==> src/rtl/sfe_defs.svh <==
// register offsets, field positions, reset values and sizes of the serial error block
`ifndef SFE_DEFS_SVH
`define SFE_DEFS_SVH
`define ADDR_CTRL 12'h000
`define ADDR_STATUS 12'h004
`define ADDR_IRQ_EN 12'h008
`define ADDR_TX_SLOT 12'h00C
`define ADDR_RX_SLOT 12'h010
`define ADDR_CD_SLOT 12'h014
`define ADDR_TX_DATA 12'h018
`define ADDR_RX_DATA 12'h01C
`define CTRL_TX_EN 0
`define CTRL_RX_EN 1
`define FLAG_SLOT 5
`define FLAG_FSYNC 4
`define FLAG_TX_OVF 3
`define FLAG_TX_UDF 2
`define FLAG_RX_UDF 1
`define FLAG_RX_OVF 0
`define FLAGS_W 6
`define FLAGS_RESET 6'h00
`define SLOT_VALID_BIT 7
`define SLOT_W 4
`define WORD_W 16
`define FIFO_DEPTH 32
`endif

==> src/rtl/sfe_pkg.sv <==
// types shared by the serial error block
`include "sfe_defs.svh"
package sfe_pkg;
    typedef enum logic {LINK_IDLE, LINK_FRAME} link_state_t;

    typedef struct packed {
        logic pready;
        logic pslverr;
        logic [31:0] prdata;
        logic tx_en;
        logic rx_en;
        logic [`FLAGS_W-1:0] flags;
        logic [`FLAGS_W-1:0] irq_en;
        logic [7:0] tx_slot;
        logic [7:0] rx_slot;
        logic [7:0] cd_slot;
        logic irq;
        link_state_t link;
        logic sck_prev;
        logic fs_prev;
        logic [3:0] bit_cnt;
        logic [`SLOT_W-1:0] slot_cnt;
        logic [`WORD_W-1:0] tx_shift;
        logic [`WORD_W-1:0] tx_last;
        logic [`WORD_W-1:0] rx_shift;
        logic tx_pin;
    } port_state_t;
endpackage : sfe_pkg

==> src/rtl/sfe_bit_sync.sv <==
// two-flop synchroniser for pins from outside the clock domain
`timescale 1ns/1ns
module sfe_bit_sync #(parameter int W = 3) (
    input wire logic i_clk,
    input wire logic i_rst_n,
    input wire logic [W-1:0] i_async,
    output logic [W-1:0] o_sync
);
    typedef struct packed {
        logic [W-1:0] s1;
        logic [W-1:0] s2;
    } sync_state_t;
    sync_state_t q;
    sync_state_t d;

    // the first stage feeds only the second one
    always_comb begin
        d = q;
        d.s1 = i_async;
        d.s2 = q.s1;
    end

    always_ff @(posedge i_clk or negedge i_rst_n) begin
        if (!i_rst_n) begin
            q <= '0;
        end else begin
            q <= d;
        end
    end

    assign o_sync = q.s2;
endmodule : sfe_bit_sync

==> src/rtl/sfe_fifo.sv <==
// first-word-fall-through fifo with registered read data
`timescale 1ns/1ns
module sfe_fifo #(parameter int WIDTH = 16, parameter int DEPTH = 32) (
    input wire logic i_clk,
    input wire logic i_rst_n,
    input wire logic i_valid,
    input wire logic [WIDTH-1:0] i_data,
    output logic o_ready,
    output logic o_valid,
    output logic [WIDTH-1:0] o_data,
    input wire logic i_ready
);
    localparam int AW = $clog2(DEPTH);
    localparam int CW = AW + 1;
    typedef struct packed {
        logic [DEPTH-1:0][WIDTH-1:0] mem;
        logic [AW-1:0] wr;
        logic [AW-1:0] rd;
        logic [CW-1:0] count;
        logic [WIDTH-1:0] out_data;
        logic out_valid;
    } fifo_state_t;
    fifo_state_t q;
    fifo_state_t d;
    logic push;
    logic pop;

    // depth must be a power of two: pointers wrap by overflow
    always_comb begin
        d = q;
        push = i_valid && (q.count != CW'(DEPTH));
        pop = i_ready && q.out_valid;
        if (push) begin
            d.mem[q.wr] = i_data;
            d.wr = q.wr + AW'(1);
        end
        if (pop) begin
            d.rd = q.rd + AW'(1);
        end
        d.count = q.count + CW'(push) - CW'(pop);
        d.out_valid = (d.count != '0);
        // reading the next memory image keeps a same-cycle push visible
        d.out_data = d.mem[d.rd];
    end

    always_ff @(posedge i_clk or negedge i_rst_n) begin
        if (!i_rst_n) begin
            q <= '0;
        end else begin
            q <= d;
        end
    end

    assign o_ready = (q.count != CW'(DEPTH));
    assign o_valid = q.out_valid;
    assign o_data = q.out_data;
endmodule : sfe_fifo

==> src/rtl/serial_fifo_error_flags.sv <==
// framed serial port with fifos, sticky error flags and apb registers
//
// Decided for this implementation: the register addresses and register access over APB.
`timescale 1ns/1ns
`include "sfe_defs.svh"
module serial_fifo_error_flags #(parameter int FIFO_DEPTH = `FIFO_DEPTH) (
    input wire logic i_clk,
    input wire logic i_reset_n,
    input wire logic i_psel,
    input wire logic i_penable,
    input wire logic i_pwrite,
    input wire logic [11:0] i_paddr,
    input wire logic [31:0] i_pwdata,
    output logic o_pready,
    output logic [31:0] o_prdata,
    output logic o_pslverr,
    input wire logic i_link_sck,
    input wire logic i_frame_sync,
    input wire logic i_serial_rx_pin,
    output logic o_serial_tx_pin,
    output logic o_irq
);
    sfe_pkg::port_state_t q;
    sfe_pkg::port_state_t d;
    logic [1:0] rst_sync_q;
    logic rst_n;
    logic [2:0] pins_s;
    logic sck_s;
    logic fs_s;
    logic rx_s;
    logic sck_rise;
    logic sck_fall;
    logic fs_start;
    logic access;
    logic en_any;
    logic overlap;
    logic tx_now;
    logic rx_now;
    logic [`FLAGS_W-1:0] set_ev;
    logic [`FLAGS_W-1:0] clr;
    logic [`WORD_W-1:0] word;
    logic tx_push;
    logic tx_in_ready;
    logic tx_pop;
    logic tx_out_valid;
    logic [`WORD_W-1:0] tx_out_data;
    logic rx_push;
    logic [`WORD_W-1:0] rx_word;
    logic rx_in_ready;
    logic rx_pop;
    logic rx_out_valid;
    logic [`WORD_W-1:0] rx_out_data;

    function automatic logic slot_hit(input logic [7:0] s, input logic [`SLOT_W-1:0] n);
        slot_hit = s[`SLOT_VALID_BIT] && (s[`SLOT_W-1:0] == n);
    endfunction : slot_hit

    function automatic logic slot_overlap(input logic [7:0] a, input logic [7:0] b,
                                          input logic [7:0] c);
        slot_overlap = slot_hit(a, b[`SLOT_W-1:0]) && b[`SLOT_VALID_BIT] ||
                       slot_hit(a, c[`SLOT_W-1:0]) && c[`SLOT_VALID_BIT] ||
                       slot_hit(b, c[`SLOT_W-1:0]) && c[`SLOT_VALID_BIT];
    endfunction : slot_overlap

    // the frame is over once the highest assigned slot has passed
    function automatic logic [`SLOT_W-1:0] last_slot(input logic [7:0] a, input logic [7:0] b,
                                                     input logic [7:0] c);
        logic [`SLOT_W-1:0] m;
        m = '0;
        if (a[`SLOT_VALID_BIT] && a[`SLOT_W-1:0] > m) m = a[`SLOT_W-1:0];
        if (b[`SLOT_VALID_BIT] && b[`SLOT_W-1:0] > m) m = b[`SLOT_W-1:0];
        if (c[`SLOT_VALID_BIT] && c[`SLOT_W-1:0] > m) m = c[`SLOT_W-1:0];
        last_slot = m;
    endfunction : last_slot

    always_ff @(posedge i_clk or negedge i_reset_n) begin
        if (!i_reset_n) begin
            rst_sync_q <= 2'h0;
        end else begin
            rst_sync_q <= {rst_sync_q[0], 1'b1};
        end
    end
    assign rst_n = rst_sync_q[1];

    sfe_bit_sync #(.W(3)) pin_sync (
        .i_clk(i_clk),
        .i_rst_n(rst_n),
        .i_async({i_link_sck, i_frame_sync, i_serial_rx_pin}),
        .o_sync(pins_s)
    );
    assign sck_s = pins_s[2];
    assign fs_s = pins_s[1];
    assign rx_s = pins_s[0];

    sfe_fifo #(.WIDTH(`WORD_W), .DEPTH(FIFO_DEPTH)) tx_fifo (
        .i_clk(i_clk),
        .i_rst_n(rst_n),
        .i_valid(tx_push),
        .i_data(i_pwdata[`WORD_W-1:0]),
        .o_ready(tx_in_ready),
        .o_valid(tx_out_valid),
        .o_data(tx_out_data),
        .i_ready(tx_pop)
    );

    sfe_fifo #(.WIDTH(`WORD_W), .DEPTH(FIFO_DEPTH)) rx_fifo (
        .i_clk(i_clk),
        .i_rst_n(rst_n),
        .i_valid(rx_push),
        .i_data(rx_word),
        .o_ready(rx_in_ready),
        .o_valid(rx_out_valid),
        .o_data(rx_out_data),
        .i_ready(rx_pop)
    );

    always_comb begin
        d = q;
        set_ev = '0;
        clr = '0;
        word = q.tx_last;
        tx_push = 1'b0;
        tx_pop = 1'b0;
        rx_push = 1'b0;
        rx_pop = 1'b0;
        rx_word = '0;
        sck_rise = sck_s && !q.sck_prev;
        sck_fall = !sck_s && q.sck_prev;
        fs_start = sck_rise && fs_s && !q.fs_prev;
        en_any = q.tx_en || q.rx_en;
        overlap = slot_overlap(q.tx_slot, q.rx_slot, q.cd_slot);
        tx_now = q.tx_en && slot_hit(q.tx_slot, q.slot_cnt);
        rx_now = q.rx_en && slot_hit(q.rx_slot, q.slot_cnt);
        // one wait state: pready rises in the first access cycle's edge
        access = i_psel && i_penable && !q.pready;
        d.pready = 1'b0;
        d.pslverr = 1'b0;
        d.sck_prev = sck_s;
        set_ev[`FLAG_SLOT] = overlap && en_any;
        if (access) begin
            d.pready = 1'b1;
            d.prdata = '0;
            case (i_paddr)
                `ADDR_CTRL: begin
                    if (i_pwrite) begin
                        d.tx_en = i_pwdata[`CTRL_TX_EN];
                        d.rx_en = i_pwdata[`CTRL_RX_EN];
                    end
                    d.prdata[`CTRL_TX_EN] = q.tx_en;
                    d.prdata[`CTRL_RX_EN] = q.rx_en;
                end
                `ADDR_STATUS: begin
                    if (i_pwrite) clr = i_pwdata[`FLAGS_W-1:0];
                    d.prdata[`FLAGS_W-1:0] = q.flags;
                end
                `ADDR_IRQ_EN: begin
                    if (i_pwrite) d.irq_en = i_pwdata[`FLAGS_W-1:0];
                    d.prdata[`FLAGS_W-1:0] = q.irq_en;
                end
                `ADDR_TX_SLOT: begin
                    if (i_pwrite) d.tx_slot = i_pwdata[7:0];
                    d.prdata[7:0] = q.tx_slot;
                end
                `ADDR_RX_SLOT: begin
                    if (i_pwrite) d.rx_slot = i_pwdata[7:0];
                    d.prdata[7:0] = q.rx_slot;
                end
                `ADDR_CD_SLOT: begin
                    if (i_pwrite) d.cd_slot = i_pwdata[7:0];
                    d.prdata[7:0] = q.cd_slot;
                end
                `ADDR_TX_DATA: begin
                    tx_push = i_pwrite;
                    set_ev[`FLAG_TX_OVF] = i_pwrite && !tx_in_ready && q.tx_en;
                end
                `ADDR_RX_DATA: begin
                    rx_pop = !i_pwrite;
                    if (rx_out_valid) begin
                        d.prdata[`WORD_W-1:0] = rx_out_data;
                    end
                    set_ev[`FLAG_RX_UDF] = !i_pwrite && !rx_out_valid && q.rx_en;
                end
                default: d.pslverr = 1'b1;
            endcase
        end
        if (sck_rise) begin
            d.fs_prev = fs_s;
        end
        if (fs_start) begin
            // an early sync restarts the frame so later slots still move
            set_ev[`FLAG_FSYNC] = (q.link == sfe_pkg::LINK_FRAME) && en_any;
            d.link = sfe_pkg::LINK_FRAME;
            d.bit_cnt = 4'h0;
            d.slot_cnt = '0;
        end else if (sck_rise && q.link == sfe_pkg::LINK_FRAME) begin
            if (rx_now && !overlap) begin
                d.rx_shift = {q.rx_shift[`WORD_W-2:0], rx_s};
                if (q.bit_cnt == 4'hF) begin
                    rx_push = 1'b1;
                    rx_word = d.rx_shift;
                    set_ev[`FLAG_RX_OVF] = !rx_in_ready;
                end
            end
            d.bit_cnt = q.bit_cnt + 4'h1;
            if (q.bit_cnt == 4'hF) begin
                d.slot_cnt = q.slot_cnt + `SLOT_W'(1);
                if (q.slot_cnt == last_slot(q.tx_slot, q.rx_slot, q.cd_slot)) begin
                    d.link = sfe_pkg::LINK_IDLE;
                end
            end
        end
        if (sck_fall && q.link == sfe_pkg::LINK_FRAME && tx_now && !overlap) begin
            if (q.bit_cnt == 4'h0) begin
                tx_pop = 1'b1;
                if (tx_out_valid) word = tx_out_data;
                set_ev[`FLAG_TX_UDF] = !tx_out_valid;
                d.tx_last = word;
                d.tx_pin = word[`WORD_W-1];
                d.tx_shift = {word[`WORD_W-2:0], 1'b0};
            end else begin
                d.tx_pin = q.tx_shift[`WORD_W-1];
                d.tx_shift = {q.tx_shift[`WORD_W-2:0], 1'b0};
            end
        end else if (sck_fall || overlap) begin
            d.tx_pin = 1'b0;
        end
        d.flags = (q.flags & ~clr) | set_ev;
        d.irq = |(d.flags & d.irq_en);
    end

    always_ff @(posedge i_clk or negedge rst_n) begin
        if (!rst_n) begin
            q <= '0;
        end else begin
            q <= d;
        end
    end

    assign o_pready = q.pready;
    assign o_prdata = q.prdata;
    assign o_pslverr = q.pslverr;
    assign o_serial_tx_pin = q.tx_pin;
    assign o_irq = q.irq;
endmodule : serial_fifo_error_flags

==> config.mk <==
export PLATFORM = sky130hd
export DESIGN_NAME = serial_fifo_error_flags
export DESIGN_NICKNAME = d
export VERILOG_FILES = /design/src/rtl/sfe_pkg.sv /design/src/rtl/sfe_bit_sync.sv /design/src/rtl/sfe_fifo.sv /design/src/rtl/serial_fifo_error_flags.sv
export VERILOG_INCLUDE_DIRS = /design/src /design/src/rtl
export SDC_FILE = /design/constraint.sdc
export NUM_CORES = 2
export LEC_CHECK = 0
export BUFFER_PORTS_ARGS = -buffer_cell sky130_fd_sc_hd__buf_2
export CAP_MARGIN = 20
export CORE_MARGIN = 2
export CORE_UTILIZATION = 55
export DETAILED_ROUTE_END_ITERATION = 7
export GPL_TIMING_DRIVEN = 1
export PLACE_DENSITY = 0.71
export RECOVER_POWER = 50
export SKIP_CTS_REPAIR_TIMING = 1
export SKIP_LAST_GASP = 1
export SLEW_MARGIN = 20
export SYNTH_ARGS = -nofsm -noshare
export SYNTH_HDL_FRONTEND = slang
export SYNTH_SLANG_ARGS = --single-unit
==> constraint.sdc <==
create_clock -name i_clk -period 39.6 [get_ports i_clk]
set_input_delay 3.96 -clock i_clk [delete_from_list [all_inputs] [get_ports i_clk]]
set_output_delay 3.96 -clock i_clk [all_outputs]
set_load 0.02 [all_outputs]
==> results_dict.tcl <==
set metrics [dict create \
    die_width_um 333 \
    setup_tns_ns 0 \
    fin_crit_ns 16.52 \
    stdcell_area_um2 65100 \
    drt.antenna.violating_nets 0 \
    syn_area_per_cell_um2 9.95 \
    htree_levels 4 \
    finalWirelength_um 199000 \
    fin_nets 5960 \
    synthCells 5999 \
    gr-usage-all-layers 0.356 \
    cts_buffers 133 \
    clkLatencyLatePin_ns 0.77 \
    drc 0 \
    die_y_um 333 \
    worst_pin_slew_ns 9.31 \
    post-route-period-util 0.417 \
    hold_class "flip-flop to flip-flop" \
    r2r_cells 3 \
    ir_drop_v 0.0000342 \
    root_buffer "clkbuf_16" \
    fin_skew_ns 0.0308 \
    crit_chain "clkbuf_1, clkbuf_1, clkbuf_1" \
    synth-seq-cells 1213 \
    final-seq-area_um2 30400 \
    end_kind "async pin" \
    hold_depth 0 \
    viasPerCell 6.55 \
    synth_cell_types 100 \
    path_clk_slew_ns 0.06 \
    mappedNetlistArea_um2 59700 \
    timing.final.hold_violations 0 \
    min_from "pin_sync.d[2]" \
    grt_pass1_wl_um 299000 \
    p_leak_uw 0.0318 \
    start_util 0.556 \
    drv_slew 1190 \
    timing.rr.end "tx_fifo.q[360]" \
    holdPathEnd "pin_sync.o_sync[2]" \
    grt_pass1_vias 46700 \
    yosysSeqAreaShare 0.509 \
    cp.required_ns 38.11 \
    grt_start_max_net_pins 181 \
    fmax_mhz 60.5 \
    rows 120 \
    synth_edf_count 0 \
    p_total_uw 2550 \
    clockBufferDepth 3 \
    violations "max-capacitance violations, max-slew violations" \
    grt.overflow.total 0 \
    timing.hold.ws_ns 0.347 \
    slew-limit-headroom -5.21 \
    cpPeakStageDelay_ns 6.51 \
    async_flop_share 1.00 \
    syn_to_final_growth_pct 9.09 \
    maxCapViolations 27 \
    crit-reg2reg-launch "rst_sync_q[1]" \
    detail_route.wl_per_cell_um 27.0 \
    crit_path_top_delay_cell "clkbuf_1" \
    r2r_setup_slack_ns 23.08 \
    ioPinCount 88 \
    setup_viol 0 \
    stdcell_count 7374 \
    cts_tree "done" \
    dp_hpwl_um 127000 \
    antenna_found_initial 10 \
    cp-start-kind "flip-flop" \
    cp_max_fo 180 \
    power.density_nw_per_um2 39.1 \
    route.vias.total 48300 \
    crit_type "flip-flop to async pin" \
    numPortBuffers 55 \
    dpl-instance-area_um2 61100 \
    coreArea_um2 107000 \
    first_pass_iters 7 \
    critical_path.most_common_cell "clkbuf_1" \
    drt_iter0_drc 5798 \
    arrival_ns 15.03 \
    rsz0062_at_grt "false" \
    drive_gt1_frac 0.175 \
    gp_congestion 0.990 \
    multi_input_area_um2 26900 \
    cts_sinks 1213 \
    outcome "finished with violations" \
    yosysWarnings 0 \
    dieArea_um2 111000 \
    synth_ff_type "dfrtp_1" \
    dp_cells 7135 \
    fillCellCount 8971 \
]
==> power breakdown <==
group	internal, uW	switching (uW)	total [uW]
combinational	8.59	55.1	63.7
sequential	1240	4.27	1250
clock	709	529	1240
==> flip-flops by register name, summed over array words and instances, names as in the netlist, 2 cells and up <==
signal           flops
rx_fifo.q          528
tx_fifo.q          528
q                   95
o_prdata            16
rx_fifo.o_data      16
tx_fifo.o_data      16
pin_sync.d           3
pin_sync.o_sync      3
rst_sync_q           2
==> worst max-delay path, delay by kind of cell (launching register included) <==
family                 cells  cell delay (ns)
buffers and inverters      3            11.79
DFF                        1             1.99
==> cells in the mapped netlist, types with 25 or more instances <==
| master | count | area (um^2) |
|---|---|---|
| nand3_1 | 91 | 455 |
| mux2i_1 | 68 | 681 |
| or3_1 | 44 | 275 |
| mux2_2 | 596 | 6710 |
| o221ai_1 | 114 | 998 |
| o21ai_0 | 341 | 1710 |
| xnor2_1 | 30 | 263 |
| nor4_1 | 44 | 275 |
| nand4_1 | 63 | 394 |
| a21oi_1 | 95 | 475 |
| buf_4 | 34 | 255 |
| or2_2 | 48 | 300 |
| o211ai_1 | 128 | 961 |
| ha_1 | 37 | 463 |
| and3_1 | 36 | 225 |
| o22ai_1 | 84 | 526 |
| buf_1 | 32 | 120 |
| dfrtp_1 | 1213 | 30400 |
| and2_1 | 30 | 188 |
| clkbuf_1 | 361 | 1360 |
| o211a_1 | 25 | 250 |
| a31oi_1 | 68 | 425 |
| buf_2 | 75 | 375 |
| inv_1 | 78 | 293 |
| nor2_1 | 270 | 1010 |
| nand2_1 | 1375 | 5160 |
| a211oi_1 | 47 | 353 |
| nor3_1 | 53 | 265 |
| nand2b_1 | 45 | 282 |
==> layout by cell type, fill, tap and decap left out, types with 23 or more instances in the layout <==
cell and n:
o21ai_0 345, a31oi_1 64, nor4_1 50, clkbuf_1 79
o22ai_1 82, xnor2_1 28, mux2_1 66, mux2i_1 68
buf_2 54, a211oi_1 47, o211ai_1 128, nand2_1 1375
ha_1 37, clkbuf_16 135, nor3_1 49, or2_2 48
nand4_1 67, clkbuf_8 23, and2_1 28, and3_1 36
nand2b_1 45, a21oi_1 94, dfrtp_1 1213, o211a_1 25
mux2_2 532, or3_1 44, nand3_1 91, o221ai_1 114
buf_4 126, inv_1 78, nor2_1 266
==> worst max-delay path by stage <==
stage,endpoint,start,slack (ns),depth (start not counted)
3_3_place_gp,rx_fifo.o_data[2],i_pwrite,29.51,14
5_1_grt,tx_fifo.q[90],rst_sync_q[1],19.64,3
3_5_place_dp,rx_fifo.o_data[2],i_pwrite,29.48,14
2_1_floorplan,o_irq,rst_sync_q[1],3.28,0
6_report,tx_fifo.q[360],rst_sync_q[1],23.08,3
4_1_cts,rx_fifo.o_data[2],i_pwrite,30.26,14
==> per-stage QoR <==
step / utilization / setup slack [ns]
3_5_place_dp: 0.569 / 29.48
3_3_place_gp: 0.569 / 29.51
6_report: 0.606 / 23.08
2_1_floorplan: - / 3.28
5_1_grt: 0.606 / 19.64
4_1_cts: 0.609 / 30.26
==> area by class of cell <==
cell class                 count  area share
inverter                      83     0.00490
tap                         1403      0.0270
sequential                  1213       0.466
clock inverter                39     0.00721
antenna                        6    0.000231
clock buffer                 192      0.0587
multi-input combinational   4210       0.414
timing repair buffer         228      0.0218
==> routing by layer <==
layer	wire length, um	GRT usage	share of wire	vias up
met5	62	0	0.00031	-
met1	75700	0.459	0.38	23900
met4	15100	0.235	0.076	10
met3	20900	0.0969	0.11	724
li1	-	-	-	20900
met2	87200	0.528	0.44	2708
==> logic make-up (layout without fill, tap and decap cells) <==
group | count (synthesis) | after routing | synth area share
AOI/OAI and AO/OA | 1208 | 1208 | 0.139
xor gates and xnor gates | 53 | 53 | 0.00809
adders and majority gates | 39 | 39 | 0.00843
buffers and inverters | 591 | 542 | 0.0415
DFF | 1213 | 1213 | 0.509
muxes | 666 | 666 | 0.124
other | 2 | 23 | 0.000126
and+or+nand+nor | 2227 | 2227 | 0.170
Note: power is estimated with default switching activity, not from simulation.
